**src/verilog/pfci_pkg.sv**
```systemverilog
// Package: pin timing, command codes and status bit positions for the flash host controller
package pfci_pkg;
    // Bus clock period in ns
    localparam int CLK_NS = 4;
    // Pin phase lengths in ns (setup and hold, strobe low, read access)
    localparam int SETUP_NS  = 20;
    localparam int STROBE_NS = 40;
    localparam int ACCESS_NS = 100;
    // Phase lengths in cycles, least times rounded up
    localparam int SETUP_CYC  = (SETUP_NS + CLK_NS - 1) / CLK_NS;
    localparam int STROBE_CYC = (STROBE_NS + CLK_NS - 1) / CLK_NS;
    localparam int ACCESS_CYC = (ACCESS_NS + CLK_NS - 1) / CLK_NS;
    // Longest program time in us and its cycle count
    localparam int PROG_MAX_US = 30;
    localparam int PROG_CYC    = PROG_MAX_US * 1000 / CLK_NS;
    // Typical erase times in ms and their cycle counts
    localparam int SERASE_MS   = 7;
    localparam int CERASE_MS   = 15;
    localparam int SERASE_CYC  = SERASE_MS * 1000000 / CLK_NS;
    localparam int CERASE_CYC  = CERASE_MS * 1000000 / CLK_NS;
    // Unlock addresses and command codes
    localparam logic [16:0] UNLOCK_A1 = 17'h0_5555;
    localparam logic [16:0] UNLOCK_A2 = 17'h0_2AAA;
    localparam logic [7:0]  CODE_AA   = 8'hAA;
    localparam logic [7:0]  CODE_55   = 8'h55;
    localparam logic [7:0]  CODE_PROG = 8'hA0;
    localparam logic [7:0]  CODE_ERS  = 8'h80;
    localparam logic [7:0]  CODE_SEC  = 8'h30;
    localparam logic [7:0]  CODE_CHIP = 8'h10;
    localparam logic [7:0]  ERASED    = 8'hFF;
    // Status bit positions
    localparam int POLL_BIT = 7;
    localparam int ALT_BIT  = 6;
    // Sector size bit count (4 KByte)
    localparam int SECT_BITS = 12;
    // Number of extra confirming reads
    localparam int RECHECK_N = 2;
    // Host commands
    typedef enum logic [1:0] {
        PFCI_OP_READ   = 2'b00,
        PFCI_OP_PROG   = 2'b01,
        PFCI_OP_SERASE = 2'b10,
        PFCI_OP_CERASE = 2'b11
    } pfci_op_t;
endpackage

```
**src/verilog/pfci_bus_cycle.sv**
```systemverilog
// One asynchronous bus cycle (read or write) on the flash pins
`timescale 1ns/1ps
module pfci_bus_cycle
    import pfci_pkg::*;
#(
    parameter int AW = 17
) (
    // Clock and reset
    input  wire logic          core_clk,
    input  wire logic          srst,
    // Cycle request
    input  wire logic          cyc_go,
    input  wire logic          cyc_wr,
    input  wire logic [AW-1:0] cyc_addr,
    input  wire logic [7:0]    cyc_wdata,
    output logic               cyc_done,
    output logic [7:0]         cyc_rdata,
    // Flash pins
    output logic [AW-1:0]      fl_addr,
    output logic               fl_ce_n,
    output logic               fl_oe_n,
    output logic               fl_we_n,
    output logic [7:0]         fl_dq_o,
    output logic               fl_dq_oe,
    input  wire logic [7:0]    fl_dq_i
);
    typedef enum logic [1:0] {
        PFCI_BC_IDLE  = 2'b00,
        PFCI_BC_SETUP = 2'b01,
        PFCI_BC_STRB  = 2'b10,
        PFCI_BC_HOLD  = 2'b11
    } pfci_bc_t;

    pfci_bc_t        st_q, st_d;
    logic [7:0]      cnt_q, cnt_d;
    logic            wr_q, wr_d;
    logic [AW-1:0]   addr_q, addr_d;
    logic [7:0]      wdat_q, wdat_d, rdat_q, rdat_d;
    logic            ce_q, ce_d, oe_q, oe_d, we_q, we_d, done_q, done_d;

    // Phase sequencing: address before strobe, data held past the rising edge
    always_comb begin
        st_d = st_q; cnt_d = cnt_q; wr_d = wr_q; addr_d = addr_q; wdat_d = wdat_q;
        rdat_d = rdat_q; ce_d = ce_q; oe_d = oe_q; we_d = we_q; done_d = 1'b0;
        case (st_q)
            PFCI_BC_IDLE: begin
                if (cyc_go) begin
                    wr_d = cyc_wr; addr_d = cyc_addr; wdat_d = cyc_wdata;
                    ce_d = 1'b0; cnt_d = 8'(SETUP_CYC); st_d = PFCI_BC_SETUP;
                end
            end
            PFCI_BC_SETUP: begin
                cnt_d = cnt_q - 8'h01;
                if (cnt_q == 8'h01) begin
                    // Chip select is already low, so strobe falls last
                    we_d = ~wr_q;
                    oe_d = wr_q; // Read needs both selects low
                    cnt_d = wr_q ? 8'(STROBE_CYC) : 8'(ACCESS_CYC);
                    st_d = PFCI_BC_STRB;
                end
            end
            PFCI_BC_STRB: begin
                cnt_d = cnt_q - 8'h01;
                if (cnt_q == 8'h01) begin
                    rdat_d = fl_dq_i;
                    we_d = 1'b1; oe_d = 1'b1;
                    cnt_d = 8'(SETUP_CYC); st_d = PFCI_BC_HOLD;
                end
            end
            PFCI_BC_HOLD: begin
                cnt_d = cnt_q - 8'h01;
                if (cnt_q == 8'h01) begin
                    ce_d = 1'b1; done_d = 1'b1; st_d = PFCI_BC_IDLE;
                end
            end
            default: st_d = PFCI_BC_IDLE;
        endcase
    end

    // Registers
    always_ff @(posedge core_clk) begin
        if (srst) begin
            st_q <= PFCI_BC_IDLE; cnt_q <= 8'h00; wr_q <= 1'b0; addr_q <= '0;
            wdat_q <= 8'h00; rdat_q <= 8'h00; ce_q <= 1'b1; oe_q <= 1'b1;
            we_q <= 1'b1; done_q <= 1'b0;
        end else begin
            st_q <= st_d; cnt_q <= cnt_d; wr_q <= wr_d; addr_q <= addr_d;
            wdat_q <= wdat_d; rdat_q <= rdat_d; ce_q <= ce_d; oe_q <= oe_d;
            we_q <= we_d; done_q <= done_d;
        end
    end

    assign fl_addr   = addr_q;
    assign fl_ce_n   = ce_q;
    assign fl_oe_n   = oe_q;
    assign fl_we_n   = we_q;
    assign fl_dq_o   = wdat_q;
    // Host drives data only while the device output gate is off
    assign fl_dq_oe  = wr_q && (st_q != PFCI_BC_IDLE) && oe_q;
    assign cyc_done  = done_q;
    assign cyc_rdata = rdat_q;

    weonly_ce_a: assert property (@(posedge core_clk) disable iff (srst)
        !(fl_we_n == 1'b0 && fl_oe_n == 1'b0)) else $error("strobe and gate low together");
    rd_sel_a: assert property (@(posedge core_clk) disable iff (srst)
        !fl_oe_n |-> !fl_ce_n && !fl_dq_oe) else $error("gate low without select");
endmodule

```
**src/verilog/pfci_host.sv**
```systemverilog
// Host controller: unlock sequences, program, erase and status polling for a parallel flash
// Function
// - Write cycles drop write strobe while chip select is held low.
// - Reads hold chip select and output gate low together.
// - Program: three unlock cycles, then address and data cycle.
// - Sector erase: six cycles, last carries 30H and sector address.
// - Chip erase: six cycles, last writes 10H to 5555H.
// - On inconsistent status, read twice more; done only if both valid.
`timescale 1ns/1ps
module pfci_host
    import pfci_pkg::*;
#(
    parameter int AW          = 17,
    parameter int PROG_TO     = PROG_CYC,
    parameter int SERASE_TO   = 4 * SERASE_CYC,
    parameter int CERASE_TO   = 4 * CERASE_CYC
) (
    // Clock and reset
    input  wire logic          core_clk,
    input  wire logic          srst,
    // User request
    input  wire logic          req_valid,
    output logic               req_ready,
    input  wire pfci_op_t      req_op,
    input  wire logic [AW-1:0] req_addr,
    input  wire logic [7:0]    req_wdata,
    // User answer
    output logic               rsp_valid,
    output logic [7:0]         rsp_rdata,
    output logic               rsp_timeout,
    // Flash pins
    output logic [AW-1:0]      fl_addr,
    output logic               fl_ce_n,
    output logic               fl_oe_n,
    output logic               fl_we_n,
    output logic [7:0]         fl_dq_o,
    output logic               fl_dq_oe,
    input  wire logic [7:0]    fl_dq_i
);
    typedef enum logic [2:0] {
        PFCI_IDLE  = 3'b000,
        PFCI_CMD   = 3'b001,
        PFCI_RD    = 3'b010,
        PFCI_POLL  = 3'b011,
        PFCI_CHECK = 3'b100,
        PFCI_RESP  = 3'b101
    } pfci_st_t;

    pfci_st_t      st_q, st_d;
    pfci_op_t      op_q, op_d;
    logic [AW-1:0] addr_q, addr_d;
    logic [7:0]    wdat_q, wdat_d, rdat_q, rdat_d, prev_q, prev_d;
    logic [2:0]    step_q, step_d;
    logic [1:0]    chk_q, chk_d;
    logic          have_q, have_d, to_q, to_d, vld_q, vld_d, busy;
    logic [31:0]   tmr_q, tmr_d;
    logic          cyc_go, cyc_wr, cyc_done;
    logic [AW-1:0] cyc_addr;
    logic [7:0]    cyc_wdata, cyc_rdata;
    logic [7:0]    fin_val;

    // Value that the polled location must show once the write has finished
    function automatic logic [7:0] final_val(input pfci_op_t op, input logic [7:0] wd);
        final_val = (op == PFCI_OP_PROG) ? wd : ERASED;
    endfunction

    // Settled value of the polled byte, held in a net so single bits can be picked
    assign fin_val = final_val(op_q, wdat_q);

    // Number of write cycles in a command sequence
    function automatic logic [2:0] seq_len(input pfci_op_t op);
        seq_len = (op == PFCI_OP_PROG) ? 3'd4 : 3'd6;
    endfunction

    // Address and data of each sequence step
    always_comb begin
        cyc_addr  = UNLOCK_A1;
        cyc_wdata = CODE_AA;
        case (step_q)
            3'd0, 3'd3: begin cyc_addr = UNLOCK_A1; cyc_wdata = CODE_AA; end
            3'd1, 3'd4: begin cyc_addr = UNLOCK_A2; cyc_wdata = CODE_55; end
            3'd2: begin
                cyc_addr  = UNLOCK_A1;
                cyc_wdata = (op_q == PFCI_OP_PROG) ? CODE_PROG : CODE_ERS;
            end
            default: begin
                cyc_addr = UNLOCK_A1;
                cyc_wdata = CODE_CHIP;
                if (op_q == PFCI_OP_SERASE) begin
                    // Low bits cleared: any address inside the sector will do
                    cyc_addr  = {addr_q[AW-1:SECT_BITS], {SECT_BITS{1'b0}}};
                    cyc_wdata = CODE_SEC;
                end
                if (op_q == PFCI_OP_PROG) begin
                    cyc_addr = addr_q; cyc_wdata = wdat_q;
                end
            end
        endcase
        if (st_q != PFCI_CMD) begin
            cyc_addr = addr_q;
            cyc_wdata = 8'h00;
        end
    end

    assign busy   = (st_q == PFCI_CMD) || (st_q == PFCI_RD) || (st_q == PFCI_POLL) ||
                    (st_q == PFCI_CHECK);
    assign cyc_wr = (st_q == PFCI_CMD);

    // Sequencer; steps 3 and 4 are skipped for program so step 5 is its data cycle
    always_comb begin
        st_d = st_q; op_d = op_q; addr_d = addr_q; wdat_d = wdat_q; rdat_d = rdat_q;
        prev_d = prev_q; step_d = step_q; chk_d = chk_q; have_d = have_q; to_d = to_q;
        vld_d = 1'b0; tmr_d = tmr_q; cyc_go = 1'b0;
        if (busy && st_q != PFCI_CMD && st_q != PFCI_RD && tmr_q != 32'h0000_0000) begin
            tmr_d = tmr_q - 32'h0000_0001;
        end
        case (st_q)
            PFCI_IDLE: begin
                if (req_valid) begin
                    op_d = req_op; addr_d = req_addr; wdat_d = req_wdata;
                    step_d = 3'd0; have_d = 1'b0; to_d = 1'b0; chk_d = 2'd0;
                    st_d = (req_op == PFCI_OP_READ) ? PFCI_RD : PFCI_CMD;
                end
            end
            PFCI_RD: begin
                cyc_go = 1'b1;
                if (cyc_done) begin
                    cyc_go = 1'b0; rdat_d = cyc_rdata; st_d = PFCI_RESP;
                end
            end
            PFCI_CMD: begin
                cyc_go = 1'b1;
                if (cyc_done) begin
                    cyc_go = 1'b0;
                    if ((op_q == PFCI_OP_PROG && step_q == 3'd5) || step_q == 3'd5) begin
                        // Operation launched by this last rising strobe
                        st_d = PFCI_POLL;
                        tmr_d = (op_q == PFCI_OP_PROG)   ? 32'(PROG_TO) :
                                (op_q == PFCI_OP_SERASE) ? 32'(SERASE_TO) : 32'(CERASE_TO);
                    end else begin
                        step_d = (op_q == PFCI_OP_PROG && step_q == 3'd2) ? 3'd5 : step_q + 3'd1;
                    end
                end
            end
            PFCI_POLL, PFCI_CHECK: begin
                // Only status reads are issued until completion
                cyc_go = 1'b1;
                if (cyc_done) begin
                    cyc_go = 1'b0; prev_d = cyc_rdata; have_d = 1'b1; rdat_d = cyc_rdata;
                    if (st_q == PFCI_POLL) begin
                        // Bit 6 holds and bit 7 equals that bit of the final value: done if the whole byte matches, else recheck
                        if (have_q && (cyc_rdata[ALT_BIT] == prev_q[ALT_BIT]) &&
                            (cyc_rdata[POLL_BIT] == fin_val[POLL_BIT])) begin
                            if (cyc_rdata == fin_val) begin
                                st_d = PFCI_RESP;
                            end else begin
                                st_d = PFCI_CHECK; chk_d = 2'd0;
                            end
                        end
                    end else begin
                        if (cyc_rdata != fin_val) begin
                            st_d = PFCI_POLL; // Rejection stands
                        end else if (chk_q == 2'(RECHECK_N - 1)) begin
                            st_d = PFCI_RESP;
                        end else begin
                            chk_d = chk_q + 2'd1;
                        end
                    end
                    if (st_d != PFCI_RESP && tmr_q == 32'h0000_0000) begin
                        to_d = 1'b1; st_d = PFCI_RESP;
                    end
                end
            end
            PFCI_RESP: begin
                vld_d = 1'b1; st_d = PFCI_IDLE;
            end
            default: st_d = PFCI_IDLE;
        endcase
    end

    // State registers
    always_ff @(posedge core_clk) begin
        if (srst) begin
            st_q <= PFCI_IDLE; op_q <= PFCI_OP_READ; addr_q <= '0; wdat_q <= 8'h00;
            rdat_q <= 8'h00; prev_q <= 8'h00; step_q <= 3'd0; chk_q <= 2'd0;
            have_q <= 1'b0; to_q <= 1'b0; vld_q <= 1'b0; tmr_q <= 32'h0000_0000;
        end else begin
            st_q <= st_d; op_q <= op_d; addr_q <= addr_d; wdat_q <= wdat_d;
            rdat_q <= rdat_d; prev_q <= prev_d; step_q <= step_d; chk_q <= chk_d;
            have_q <= have_d; to_q <= to_d; vld_q <= vld_d; tmr_q <= tmr_d;
        end
    end

    // Pin driver; chip select returns high between cycles
    pfci_bus_cycle #(.AW(AW)) u_cyc (
        .core_clk  (core_clk),
        .srst      (srst),
        .cyc_go    (cyc_go),
        .cyc_wr    (cyc_wr),
        .cyc_addr  (cyc_addr),
        .cyc_wdata (cyc_wdata),
        .cyc_done  (cyc_done),
        .cyc_rdata (cyc_rdata),
        .fl_addr   (fl_addr),
        .fl_ce_n   (fl_ce_n),
        .fl_oe_n   (fl_oe_n),
        .fl_we_n   (fl_we_n),
        .fl_dq_o   (fl_dq_o),
        .fl_dq_oe  (fl_dq_oe),
        .fl_dq_i   (fl_dq_i)
    );

    assign req_ready   = (st_q == PFCI_IDLE);
    assign rsp_valid   = vld_q;
    assign rsp_rdata   = rdat_q;
    assign rsp_timeout = to_q;

    // Addresses stay stable while write strobe is low
    addr_stable_a: assert property (@(posedge core_clk) disable iff (srst)
        (!fl_we_n && $past(!fl_we_n)) |-> $stable(fl_addr)) else $error("addr moved");
    data_hold_a: assert property (@(posedge core_clk) disable iff (srst)
        $rose(fl_we_n) |-> fl_dq_oe && $stable(fl_dq_o)) else $error("data dropped");
    no_drive_a: assert property (@(posedge core_clk) disable iff (srst)
        fl_dq_oe |-> fl_oe_n) else $error("bus contention");
    poll_rd_a: assert property (@(posedge core_clk) disable iff (srst)
        (st_q == PFCI_POLL) |-> fl_we_n) else $error("write while busy");
    // Ready already stands in the response cycle, so the next request may land at its end
    resp_once_a: assert property (@(posedge core_clk) disable iff (srst)
        rsp_valid |-> req_ready ##1 !rsp_valid) else $error("response twice");
    step_seq_a: assert property (@(posedge core_clk) disable iff (srst)
        (st_q == PFCI_CMD && step_q == 3'd2 && cyc_done && op_q == PFCI_OP_PROG)
        |=> step_q == 3'd5) else $error("program step skip");
    chip_cmd_a: assert property (@(posedge core_clk) disable iff (srst)
        (st_q == PFCI_CMD && step_q == 3'd5 && op_q == PFCI_OP_CERASE)
        |-> cyc_addr == UNLOCK_A1 && cyc_wdata == CODE_CHIP) else $error("chip cmd");
    sec_cmd_a: assert property (@(posedge core_clk) disable iff (srst)
        (st_q == PFCI_CMD && step_q == 3'd5 && op_q == PFCI_OP_SERASE)
        |-> cyc_wdata == CODE_SEC) else $error("sector cmd");

    prog_c: cover property (@(posedge core_clk) rsp_valid && op_q == PFCI_OP_PROG && !rsp_timeout);
    serase_c: cover property (@(posedge core_clk) rsp_valid && op_q == PFCI_OP_SERASE);
    recheck_c: cover property (@(posedge core_clk) st_q == PFCI_CHECK);
    timeout_c: cover property (@(posedge core_clk) rsp_valid && rsp_timeout);
endmodule

```
**config.mk**
```make
export PLATFORM = sky130hd
export DESIGN_NAME = pfci_host
export DESIGN_NICKNAME = d
export VERILOG_FILES = /design/src/verilog/pfci_pkg.sv /design/src/verilog/pfci_bus_cycle.sv /design/src/verilog/pfci_host.sv
export SDC_FILE = /design/constraint.sdc
export NUM_CORES = 1
export LEC_CHECK = 0
export BUFFER_PORTS_ARGS = -buffer_cell sky130_fd_sc_hd__buf_2
export CAP_MARGIN = 20
export CORE_UTILIZATION = 30
export CTS_CLUSTER_SIZE = 12
export DETAILED_ROUTE_END_ITERATION = 10
export GPL_TIMING_DRIVEN = 0
export HOLD_SLACK_MARGIN = 0.12
export SLEW_MARGIN = 40
export SYNTH_ARGS = -nofsm -noshare
export SYNTH_HDL_FRONTEND = slang
export SYNTH_HIERARCHICAL = 1
export SYNTH_SLANG_ARGS = --single-unit
```
**constraint.sdc**
```tcl
create_clock -name core_clk -period 2.8 [get_ports core_clk]
set_clock_uncertainty 0.05 [all_clocks]
set_input_delay 0.42 -clock core_clk [delete_from_list [all_inputs] [get_ports core_clk]]
set_output_delay 0.42 -clock core_clk [all_outputs]
set_load 0.1 [all_outputs]
```
## Word level (Yosys, flattened, before mapping)

Cells that the tools add are included.
Widths: inputs -> output; s select.

- Flip-flop bits (word level): 133
- Bits of input ports: 38
- Output and inout bits: 40
- Word-level logic and storage cells: 183

- Add/sub/neg operators: 4
- Equality and inequality tests: 39
- Multiplexer cells: 71
- Bitwise operators: 2
- Reductions and logical operators: 45

Operator list:

| kind | number |
|---|---|
| $mux 32 | 4 |
| $mux 17 | 3 |
| $mux 24 | 2 |
| $mux 3 | 16 |
| $mux 8 | 6 |
| $pmux 17 s2 | 1 |
| $logic_not 32->1 | 1 |
| $pmux 8 s4 | 1 |
| $reduce_bool 32->1 | 1 |
| $sub 32x1->32 const B | 1 |
| $mux 2 | 12 |
| $pmux 8 s3 | 1 |
| $ne 3x3->1 const B | 5 |
| $mux 1 | 13 |
| $eq 3x2->1 const B | 4 |
| $eq 3x3->1 const B | 4 |
| $mux 6 | 2 |
| $ne 2x2->1 const B | 6 |
| $pmux 3 s4 | 1 |
| $reduce_and 4->1 | 3 |
| $logic_and 1x1->1 | 10 |
| $ne 2x1->1 const B | 5 |
| $pmux 1 s2 | 5 |
| $reduce_and 2->1 | 5 |
| 27 further kinds | 49 |

## Longest topological paths before layout

Gate-level depths: netlist of the first run.

- Word-level depth: 13
- Gate-level depth with buffers: 10
- Gate-level depth less buffers: 9

## By module

Netlist of the first run, hierarchy kept.

By module, submodules not included:

| module | instances | cells an instance | area an instance (µm²) | sequential area each (µm²) |
|---|---|---|---|---|
| pfci_host | 1 | 538 | 4232.8 | 1581.5 |
| pfci_bus_cycle | 1 | 264 | 2133.3 | 960.9 |

## Worst setup path before layout of the first run

OpenSTA, ideal clock, no wires.

- Path kind: reg2reg
- From: register st_q[2] (netlist name)
- To: register chk_q[0]
- Setup time: 0.121 ns
- Arrival: 3.818 ns
- Required time: 2.629 ns
- Path slack: -1.189 ns
- Cell stages (with the launch flop): 5
- Path buffers: 0
- Clock period less this slack: 3.989 ns
- Path through: dfxtp_1 nor3_1 nand2_1 o211ai_1 mux2_2

RTL lines:

| element | RTL line | source |
|---|---|---|
| end signal, assigned | pfci_host.sv:189 | `rdat_q <= rdat_d; prev_q <= prev_d; step_q <= step_d; chk_q <= chk_d;` |
| end, declared | pfci_host.sv:54 | `logic [1:0] chk_q, chk_d;` |

==> results of run 1 <==
==> critical path, delay by kind of cell, from the launching register on <==
| kind | cells | cell delay [ns] |
|---|---|---|
| buf+inv | 3 | 0.97 |
| compound gates | 1 | 0.13 |
| simple gates | 5 | 1.11 |
| flops | 1 | 0.37 |
==> synth_stat cells, types with 3 or more instances <==
library cell | n | area share
nor3_1 | 20 | 0.016
mux2_2 | 3 | 0.0053
a21o_1 | 10 | 0.012
xor2_1 | 12 | 0.017
a21boi_0 | 3 | 0.0035
o31ai_1 | 7 | 0.0083
and3_1 | 4 | 0.0039
and2_1 | 7 | 0.0069
a21oi_1 | 105 | 0.083
nand3_1 | 23 | 0.018
or3_1 | 4 | 0.0039
nor2_1 | 60 | 0.035
or2_2 | 3 | 0.0029
nor3_2 | 5 | 0.0079
nand2b_1 | 6 | 0.0059
buf_2 | 4 | 0.0031
buf_6 | 3 | 0.0053
o211ai_1 | 5 | 0.0059
nand2_1 | 171 | 0.10
ha_1 | 17 | 0.033
or4bb_1 | 4 | 0.0071
a31oi_1 | 9 | 0.0088
o2111ai_1 | 3 | 0.0041
or4_1 | 3 | 0.0035
inv_1 | 24 | 0.014
mux2i_1 | 13 | 0.020
o21bai_1 | 5 | 0.0059
buf_1 | 3 | 0.0018
nand4_1 | 5 | 0.0049
dfxtp_1 | 127 | 0.40
nor4_4 | 3 | 0.010
o21a_1 | 3 | 0.0035
nor2b_1 | 5 | 0.0049
o22ai_1 | 8 | 0.0079
o21ai_0 | 16 | 0.013
nor4_1 | 7 | 0.0069
xnor2_1 | 23 | 0.032
clkbuf_1 | 31 | 0.018
or3b_2 | 5 | 0.0069
==> placed cells by master (no fill, tap or decap), drive strengths merged, types with 5 or more instances in the layout <==
master / count
o22ai: 8
nand2: 171
a21oi: 105
clkbuf: 47
o31ai: 7
o21ai: 18
nor2b: 5
a31oi: 10
or4: 5
o211ai: 5
inv: 27
dfxtp: 127
nor4: 11
o21bai: 5
nor2: 60
nand3: 25
a21o: 10
mux2i: 13
nand2b: 6
nor3: 25
nand4: 5
xnor2: 23
or3b: 6
buf: 90
xor2: 12
ha: 17
and2: 7
==> per-stage QoR <==
step	power (mW)	TNS [ns]	setup slack (ns)	instances	cell area, sq um
floorplan	4.742	0	0.4227	802	6377
global placement	5.438	-0.3957	-0.05938	1149	7101
detailed placement	5.463	-0.5064	-0.06083	1149	7101
CTS	7.707	0	0.06332	1179	7694
global route	8.118	-2.001	-0.1323	1178	7702
finish	7.685	0	0.08559	1178	7702
==> flip-flops by register name, summed over array words and instances (netlist names), 8 cells and up <==
name	flops
addr_q	17
rsp_rdata	8
tmr_q	32
u_cyc/cnt_q	8
u_cyc/cyc_rdata	8
u_cyc/fl_addr	17
u_cyc/fl_dq_o	8
wdat_q	8
==> logic make-up after synthesis <==
logic type,Yosys count
DFF,127
buffers and inverters,67
and+or+nand+nor,351
AOI/OAI and AO/OA,189
adders and majority gates,17
xor gates and xnor gates,35
muxes,16
==> cell type report <==
type                            count  area (sq um)  share of cell area
Clock buffer                       19         452.9             0.05880
Tap cell                          270         337.8             0.04386
Buffer                             41         186.4             0.02420
Multi-Input combinational cell    608          3572              0.4638
Sequential cell                   127          2542              0.3301
Timing Repair Buffer               77         385.4             0.05003
Inverter                           25         93.84             0.01218
Clock inverter                     11         131.4             0.01706
==> where the power goes <==
group / internal, mW / total, mW / switching [mW]
logic: 0.873 / 3.17 / 2.30
clock network: 1.36 / 2.21 / 0.853
registers: 2.07 / 2.30 / 0.235
==> path summary, 6_finish.rpt <==
kind                    startpoint          endpoint  slack [ns]  cells past startpoint
hold reg to reg   u_cyc/fl_dq_o[1]  u_cyc/fl_dq_o[1]        0.40                      2
setup reg to reg           st_q[0]  u_cyc/fl_addr[9]        0.09                      9
setup / recovery           st_q[0]  u_cyc/fl_addr[9]        0.09                      9
hold / removal        req_addr[11]        addr_q[11]        0.19                      3
==> routing by layer <==
layer  vias up  part of all wire
met5         -                 0
li1       2977                 -
met1      2713              0.48
met4         0             0.013
met2       143              0.45
met3        19             0.055
==> impl_metrics.csv, run 1 <==
group,metric,value,unit
floorplanning,initial_core_util,0.3106,
yosys,synth_seq_area_share,0.3994,
yosys,synthAdderAreaFrac,0.03341,
cts,cts_hold_buf,0,
route,drt-vias-per-instance,4.968,
worst_setup_path,cp.arrival,3.01,ns
sta,setup-violations-final,0,
cts,h-tree-depth,4,
floorplanning,die_w,147.7,microns
power_and_ir_drop,ir_drop,0.6625,mV
cts,clk_pin_slew_worst_paths,0.06,ns
sta,hold_ws,0.1864,ns
yosys,synthFlopType,"dfxtp_1",
job,cap_viol_max_count,0,
sta,tightest_slew,0.6909,ns
worst_setup_path,cp.required,3.10,ns
placement,place.port_buffers,77,
final_layout,nets,952,
cts,cts-resized-gates,2,
global_route,antenna_found_initial,0,
sta,slew_viol_final,0,
global_route,grt_max_degree,17,
worst_setup_path,cpPeakStageDelay,0.43,ns
global_route,grt_busiest_layer,"met2",
worst_setup_path,path_cells,"clkbuf_1 > nor2_1 > nor2_1 > nor3_2 > and2_1 > clkbuf_1 > buf_1 > nand2_1 > a21oi_1",
yosys,synth_enable_flop_cells,0,
route,vias,5852,
cts,cts_root_buf,"clkbuf_16",
global_route,overflow,0,
power_and_ir_drop,power_leakage,3.040,nW
yosys,synth_cells,802,
cts,clk_path_buf_depth,2,
sta,period_share,0.9694,
global_route,grt_pass1_wl,27.67,mm
final_layout,area_growth,20.99,%
route,antenna_left,0,
yosys,synth_top_family_by_area,"simple AND/OR/NAND/NOR gates",
cts,cts_inserted_buffers,17,
placement,place_congestion,0.8262,
yosys,synth-simple-area-share,0.2718,
cts,numClockSinks,127,
sta,slew_headroom,0.5377,
route,initialDrtViolationCount,344,
cts,clock_latency,0.42,ns
global_route,grt_util_met1,0.2222,
route,drtPass1Iterations,5,
sta,period_needed,2.714,ns
worst_setup_path,cpMaxStageDelayCell,"buf_1",
yosys,ys_types,66,
floorplanning,fp.coreArea,0.02049,sq mm
yosys,yosys_warnings,6,
sta,rsz0062_at_grt,"true",
power_and_ir_drop,power_density,997.8,mW/mm^2
global_route,use_met2,0.2479,
yosys,synth.area.mux_share,0.02575,
worst_setup_path,critPathLaunchType,"flip-flop",
placement,place_hpwl,12.40,mm
min_path,hold_path.class,"input pin to flip-flop",
worst_setup_path,cp_max_fo,10,
floorplanning,ioPinCount,78,
yosys,ys_ff_latch,127,
floorplanning,fp.dieH,147.7,microns
cts,tritoncts,"yes",
yosys,async_flop_share,0,
global_route,grt_use_total,0.1611,
sta,finalHoldViolations,0,
yosys,syn_area,0.006366,sq mm
run_status,run_status,"finished, final reports clean",
sta,max_clock_freq,0.3684,GHz
worst_setup_path,path_class,"flip-flop to flip-flop",
final_layout,drive_gt1_frac,0.1674,
yosys,synth_compound_area_frac,0.1771,
route,wl,17.11,mm
final_layout,n_fill_cell,2142,
global_route,grt_pass1_vias,5427,
route,wl_per_cell,14.53,microns
floorplanning,die_area,0.02181,sq mm
cts,post-cts-setup-buffers,0,
route,drc,0,
yosys,avgSynthCellArea,7.938,sq um
floorplanning,row_count,52,
yosys,synth_xor_area_frac,0.04815,
final_layout,diodes,0,
final_layout,final_util,0.3758,
yosys,syn_nets,857,
global_route,use_met3,0.03858,
worst_setup_path,worstSetupEndpointType,"flip-flop",
(Power assumes the default switching activity.)
==> run 2, diff against run 1 <==
- ABC_AREA: default -> 1
- CORE_UTILIZATION: 30 -> 40
==> run 2 against run 1 <==
Non-clock buffer count shrank 11. Register-to-register slack gained 0.19 ns. Count of clock-buffer cells in the layout is the same. Critical path depth is the same. Fmax grew 7.6%. Global-route usage grew 5.7 points. Core utilization grew 11 points. Setup slack gained 0.19 ns. Cell count grew 10%. Critical path type unchanged.
==> impl_metrics.csv, run 2 <==
group,metric,value,unit
yosys,synth_top_cell_area_share,0.3826,
sta,rsz0062_at_grt,"false",
route,drc,0,
floorplanning,fp.dieH,130.9,microns
global_route,grt_max_degree,17,
placement,place_hpwl,13.45,mm
min_path,holdCritStartpoint,"fl_dq_i[5]",
floorplanning,ioPinCount,78,
yosys,synthTopCellsByArea,"dfxtp_1, nand2_1, nor2_1",
worst_setup_path,worstSetupEndpointType,"flip-flop",
floorplanning,row_count,46,
final_layout,seq_area,0.002542,sq mm
yosys,ys_types,49,
global_route,grt_pass1_vias,5635,
sta,period_share,0.9013,
min_path,hold_path.class,"input pin to flip-flop",
yosys,avgSynthCellArea,6.816,sq um
floorplanning,initial_core_util,0.4138,
yosys,synth_cells,975,
final_layout,multi_input_area,0.003478,sq mm
route,wl,17.63,mm
floorplanning,die_area,0.01713,sq mm
cts,h-tree-depth,4,
worst_setup_path,rrSetupSlack,0.28,ns
yosys,syn_area,0.006645,sq mm
min_path,worstHoldEndpoint,"u_cyc/cyc_rdata[5]",
job,cap_viol_max_count,0,
yosys,synth_seq_area_share,0.3826,
yosys,yosys.area.top_type,"dfxtp_1",
yosys,async_flop_share,0,
cts,cts_hold_buf,0,
worst_setup_path,cp_max_fo,10,
sta,slew_headroom,0.5115,
cts,cts_root_buf,"clkbuf_16",
final_layout,n_fill_cell,1664,
run_status,run_status,"finished, final reports clean",
placement,place.port_buffers,76,
worst_setup_path,r2r-end,"u_cyc/fl_addr[6]",
final_layout,final_util,0.4895,
worst_setup_path,rr_worst_depth,9,
worst_setup_path,critPathLaunchType,"flip-flop",
yosys,syn_nets,1030,
route,initialDrtViolationCount,449,
route,drtPass1Iterations,5,
sta,period_needed,2.524,ns
route,drt-vias-per-instance,4.869,
final_layout,stdcell_count,1299,
placement,dpl_worst_slack,0.3279,ns
cts,cts_inserted_buffers,17,
sta,setup-violations-final,0,
global_route,grt_use_total,0.2179,
worst_setup_path,path_class,"flip-flop to flip-flop",
sta,finalHoldViolations,0,
final_layout,largest_register_ffs,32,
final_layout,diodes,0,
route,wl_per_cell,13.57,microns
yosys,synth_common_cells,"nand2_1, nor2_1, dfxtp_1",
yosys,synth_most_common_cell,"nand2_1",
cts,cts-resized-gates,0,
cts,tritoncts,"yes",
global_route,grt_pass1_wl,28.30,mm
sta,slew_viol_final,0,
sta,layout_setup_ws,0.2765,ns
placement,place_congestion,0.8724,
final_layout,drive_gt1_frac,0.1551,
final_layout,top_register,"tmr_q",
global_route,antenna_found_initial,0,
worst_setup_path,cp.required,3.12,ns
worst_setup_path,cp.arrival,2.84,ns
sta,setup_tns,0,ns
global_route,overflow,0,
yosys,yosys_warnings,6,
yosys,ys_ff_latch,127,
final_layout,final_common_cell,"nand2_1",
sta,tightest_slew,0.7260,ns
route,antenna_left,0,
cts,numClockSinks,127,
final_layout,area_growth,18.28,%
cts,post-cts-setup-buffers,0,
floorplanning,fp.coreArea,0.01606,sq mm
final_layout,nets,1125,
final_layout,mostFrequentLayoutCells,"nand2_1, nor2_1, dfxtp_1",
worst_setup_path,worstReg2RegStart,"st_q[0]",
yosys,synth_enable_flop_cells,0,
route,vias,6325,
floorplanning,die_w,130.9,microns
cts,clk_path_buf_depth,2,
min_path,hold_path_depth,3,
yosys,synthFlopType,"dfxtp_1",
cts,clock_latency,0.42,ns
placement,post-place-cells,1267,
cts,clk_pin_slew_worst_paths,0.06,ns
sta,max_clock_freq,0.3963,GHz
## run 2: cell types whose count changed in the layout (fill, tap and decap cells not counted), moves of 8 or more
cell	before	now
nor2_1	59	148
inv_1	24	108
o21ai_0	16	92
nand3_1	23	56
a21oi_1	105	73
o21ai_1	1	19
inv_2	0	17
nand2_1	171	184
xnor2_1	23	10
mux2i_1	12	0
a21o_1	10	0
nor2_2	1	9
## run 2: worst max-delay path, stage by stage (launching register included)
cell and delay [ns]:
dfxtp_1 0.43, inv_2 0.09, nor3_4 0.41, inv_2 0.15, a31oi_2 0.37, nand2_1 0.30, clkinv_1 0.25, buf_2 0.27
nor2_1 0.06, nor2_1 0.09
## run 2: worst max path at each step
stage | startpoint | end | cells past startpoint
after floorplan | st_q[1] | addr_q[12] | 10
after global placement | st_q[0] | u_cyc/fl_addr[10] | 9
after detailed placement | st_q[0] | u_cyc/fl_addr[6] | 9
after CTS | st_q[0] | u_cyc/fl_addr[6] | 9
after global routing | st_q[0] | u_cyc/fl_dq_o[7] | 9
final | st_q[0] | u_cyc/fl_addr[6] | 9
## run 2: area by class of cell
type | instances | share of cell area
Clock inverter | 13 | 0.01640
Inverter | 127 | 0.06097
Multi-Input combinational cell | 690 | 0.4425
Timing Repair Buffer | 76 | 0.04839
Tap cell | 216 | 0.03438
Clock buffer | 19 | 0.05508
Sequential cell | 127 | 0.3235
Buffer | 31 | 0.01878
## run 2: logic make-up after synthesis
family	synth area share
and+or+nand+nor	0.3007
AOI/OAI and AO/OA	0.1600
buffers and inverters	0.09433
DFF	0.3826
xor gates and xnor gates	0.03031
adders and majority gates	0.03201
## run 2: layer usage
metal | share of wire | routed length, microns | up-vias | track usage
met2 | 0.43 | 7600 | 140 | 0.3284
met5 | 0 | 0 | - | 0
met4 | 0.017 | 291 | 0 | 0.08316
met1 | 0.51 | 9022 | 2816 | 0.3055
li1 | - | - | 3348 | -
met3 | 0.041 | 718 | 21 | 0.04316
## run 2: metrics by stage
stage | hold WS (ns) | cell area (sq um)
floorplan | 0.3745 | 6648
global placement | 0.3870 | 7298
detailed placement | 0.3934 | 7298
CTS | 0.1552 | 7860
global route | 0.1848 | 7860
finish | 0.1680 | 7860
Power of run 2 is left out: the tool's default activity adds up to more than one toggle a clock period on the data nets, which glitch-free logic cannot reach.
==> run 3, diff against run 2 <==
- ABC_AREA: 1 -> default
- SKIP_CTS_REPAIR_TIMING: default -> 1
==> run 3 against run 2 <==
Final area fell by 2.8%. First-iteration DRC count fell by 30%. Register-to-register slack got worse by 0.10 ns. Cell count fell by 14%.
==> impl_metrics.csv, run 3 (synthesis results as in run 1) <==
group,metric,value,unit
worst_setup_path,critPathMostFrequentCell,"o22ai_1",
power_and_ir_drop,p_total,7.652,mW
placement,dpl_cell_area,0.007027,sq mm
final_layout,final_common_cell,"nand2_1",
placement,place_congestion,0.8223,
sta,hold_ws,0.1853,ns
final_layout,finalInstanceArea,0.007642,sq mm
cts,tritoncts,"yes",
floorplanning,row_count,45,
sta,setup-violations-final,0,
final_layout,final_util,0.4972,
global_route,antenna_found_initial,0,
route,wl_per_cell,14.71,microns
final_layout,diodes,0,
global_route,grt_pass1_vias,5390,
cts,cts_root_buf,"clkbuf_16",
sta,period_share,0.9385,
job,cap_viol_max_count,0,
min_path,hold_path.class,"input pin to flip-flop",
worst_setup_path,path_cells,"inv_1 > ha_1 > clkbuf_1 > or3b_2 > o22ai_1 > o22ai_1 > nor2_2 > nand2_1 > o211ai_1 > mux2_2",
cts,numClockSinks,127,
final_layout,seq_area,0.002542,sq mm
worst_setup_path,critPathLaunchType,"flip-flop",
run_status,run_status,"finished, final reports clean",
sta,rsz0062_at_grt,"false",
placement,place.port_buffers,77,
final_layout,drive_gt1_frac,0.1712,
worst_setup_path,worstSetupEndpointType,"flip-flop",
final_layout,top_register,"tmr_q",
global_route,grt_use_total,0.2093,
route,drt-vias-per-instance,5.125,
route,top_layer,"met4",
route,drtPass1Iterations,5,
floorplanning,ioPinCount,78,
final_layout,n_fill_cell,1530,
final_layout,mostFrequentLayoutCells,"nand2_1, dfxtp_1, a21oi_1",
min_path,holdCritStartpoint,"req_addr[7]",
sta,tightest_slew,0.7821,ns
worst_setup_path,cpMaxStageDelayCell,"or3b_2",
floorplanning,die_area,0.01642,sq mm
sta,period_needed,2.628,ns
floorplanning,fp.coreArea,0.01537,sq mm
final_layout,multi_input_area,0.003571,sq mm
route,vias,5750,
power_and_ir_drop,power_density,1001,mW/mm^2
floorplanning,fp.dieH,128.2,microns
route,wl_met1,7.725,mm
final_layout,nets,953,
cts,clk_pin_slew_worst_paths,0.06,ns
final_layout,area_growth,20.05,%
worst_setup_path,cp.arrival,2.88,ns
final_layout,largest_register_ffs,32,
route,dr_wl_met3,744,microns
sta,finalHoldViolations,0,
global_route,grt_pass1_wl,26.75,mm
sta,max_clock_freq,0.3805,GHz
route,antenna_left,0,
cts,clock_latency,0.42,ns
global_route,overflow,0,
route,wl,16.50,mm
sta,setup_tns,0,ns
floorplanning,initial_core_util,0.4142,
route,initialDrtViolationCount,315,
power_and_ir_drop,ir_drop,0.7118,mV
cts,h-tree-depth,4,
cts,clk_path_buf_depth,2,
worst_setup_path,cp_max_fo,9,
route,drc,0,
power_and_ir_drop,power_leakage,3.042,nW
route,met2_length,7.875,mm
worst_setup_path,path_class,"flip-flop to flip-flop",
global_route,grt_max_degree,17,
placement,place_hpwl,11.99,mm
worst_setup_path,critPathLaunch,"op_q[1]",
sta,slew_viol_final,0,
worst_setup_path,worstReg2RegStart,"op_q[1]",
cts,cts_inserted_buffers,17,
worst_setup_path,cp.required,3.06,ns
floorplanning,die_w,128.2,microns
worst_setup_path,cpPeakStageDelay,0.47,ns
sta,slew_headroom,0.4767,
[run 3: layer usage]
| metal | track usage | vias to the layer above |
|---|---|---|
| met1 | 0.2634 | 2633 |
| met2 | 0.3555 | 138 |
| li1 | - | 2967 |
| met5 | 0 | - |
| met4 | 0.05744 | 0 |
| met3 | 0.05092 | 12 |
[run 3: cell type report]
class,count,share of cell area
Multi-Input combinational cell,608,0.4673
Timing Repair Buffer,77,0.05043
Tap cell,211,0.03454
Buffer,42,0.02521
Clock buffer,21,0.06025
Sequential cell,127,0.3327
Inverter,25,0.01228
Clock inverter,11,0.01735
[run 3: final timing paths]
kind                      endpoint  slack (ns)  cells after the start
setup / recovery          chk_q[1]        0.17                     10
hold / removal           addr_q[7]        0.19                      3
setup reg to reg          chk_q[1]        0.17                     10
hold reg to reg   u_cyc/fl_addr[4]        0.40                      2
[run 3: per-stage QoR]
| step | std cells | worst slack, ns |
|---|---|---|
| 2_1_floorplan | 802 | 0.4227 |
| 3_3_place_gp | 1090 | -0.1088 |
| 3_5_place_dp | 1090 | -0.1627 |
| 4_1_cts | 1122 | -0.1949 |
| 5_1_grt | 1122 | 0.02580 |
| 6_report | 1122 | 0.1721 |
[run 3: worst max-delay path: cells and delay by family, from the launching register on]
family | cells | cell delay [ns]
AND/OR/NAND/NOR | 3 | 0.85
AO/OA/AOI/OAI | 3 | 0.44
multiplexers | 1 | 0.37
flip-flops | 1 | 0.34
buffers and inverters | 2 | 0.34
adder cells (fa/ha/maj) | 1 | 0.13
[run 3: power breakdown]
| group | internal, mW | leakage (nW) | switching, mW |
|---|---|---|---|
| clock | 1.36 | 0.273 | 0.839 |
| combinational | 0.877 | 1.74 | 2.27 |
| sequential | 2.07 | 1.03 | 0.236 |
| total | 4.31 | 3.04 | 3.34 |
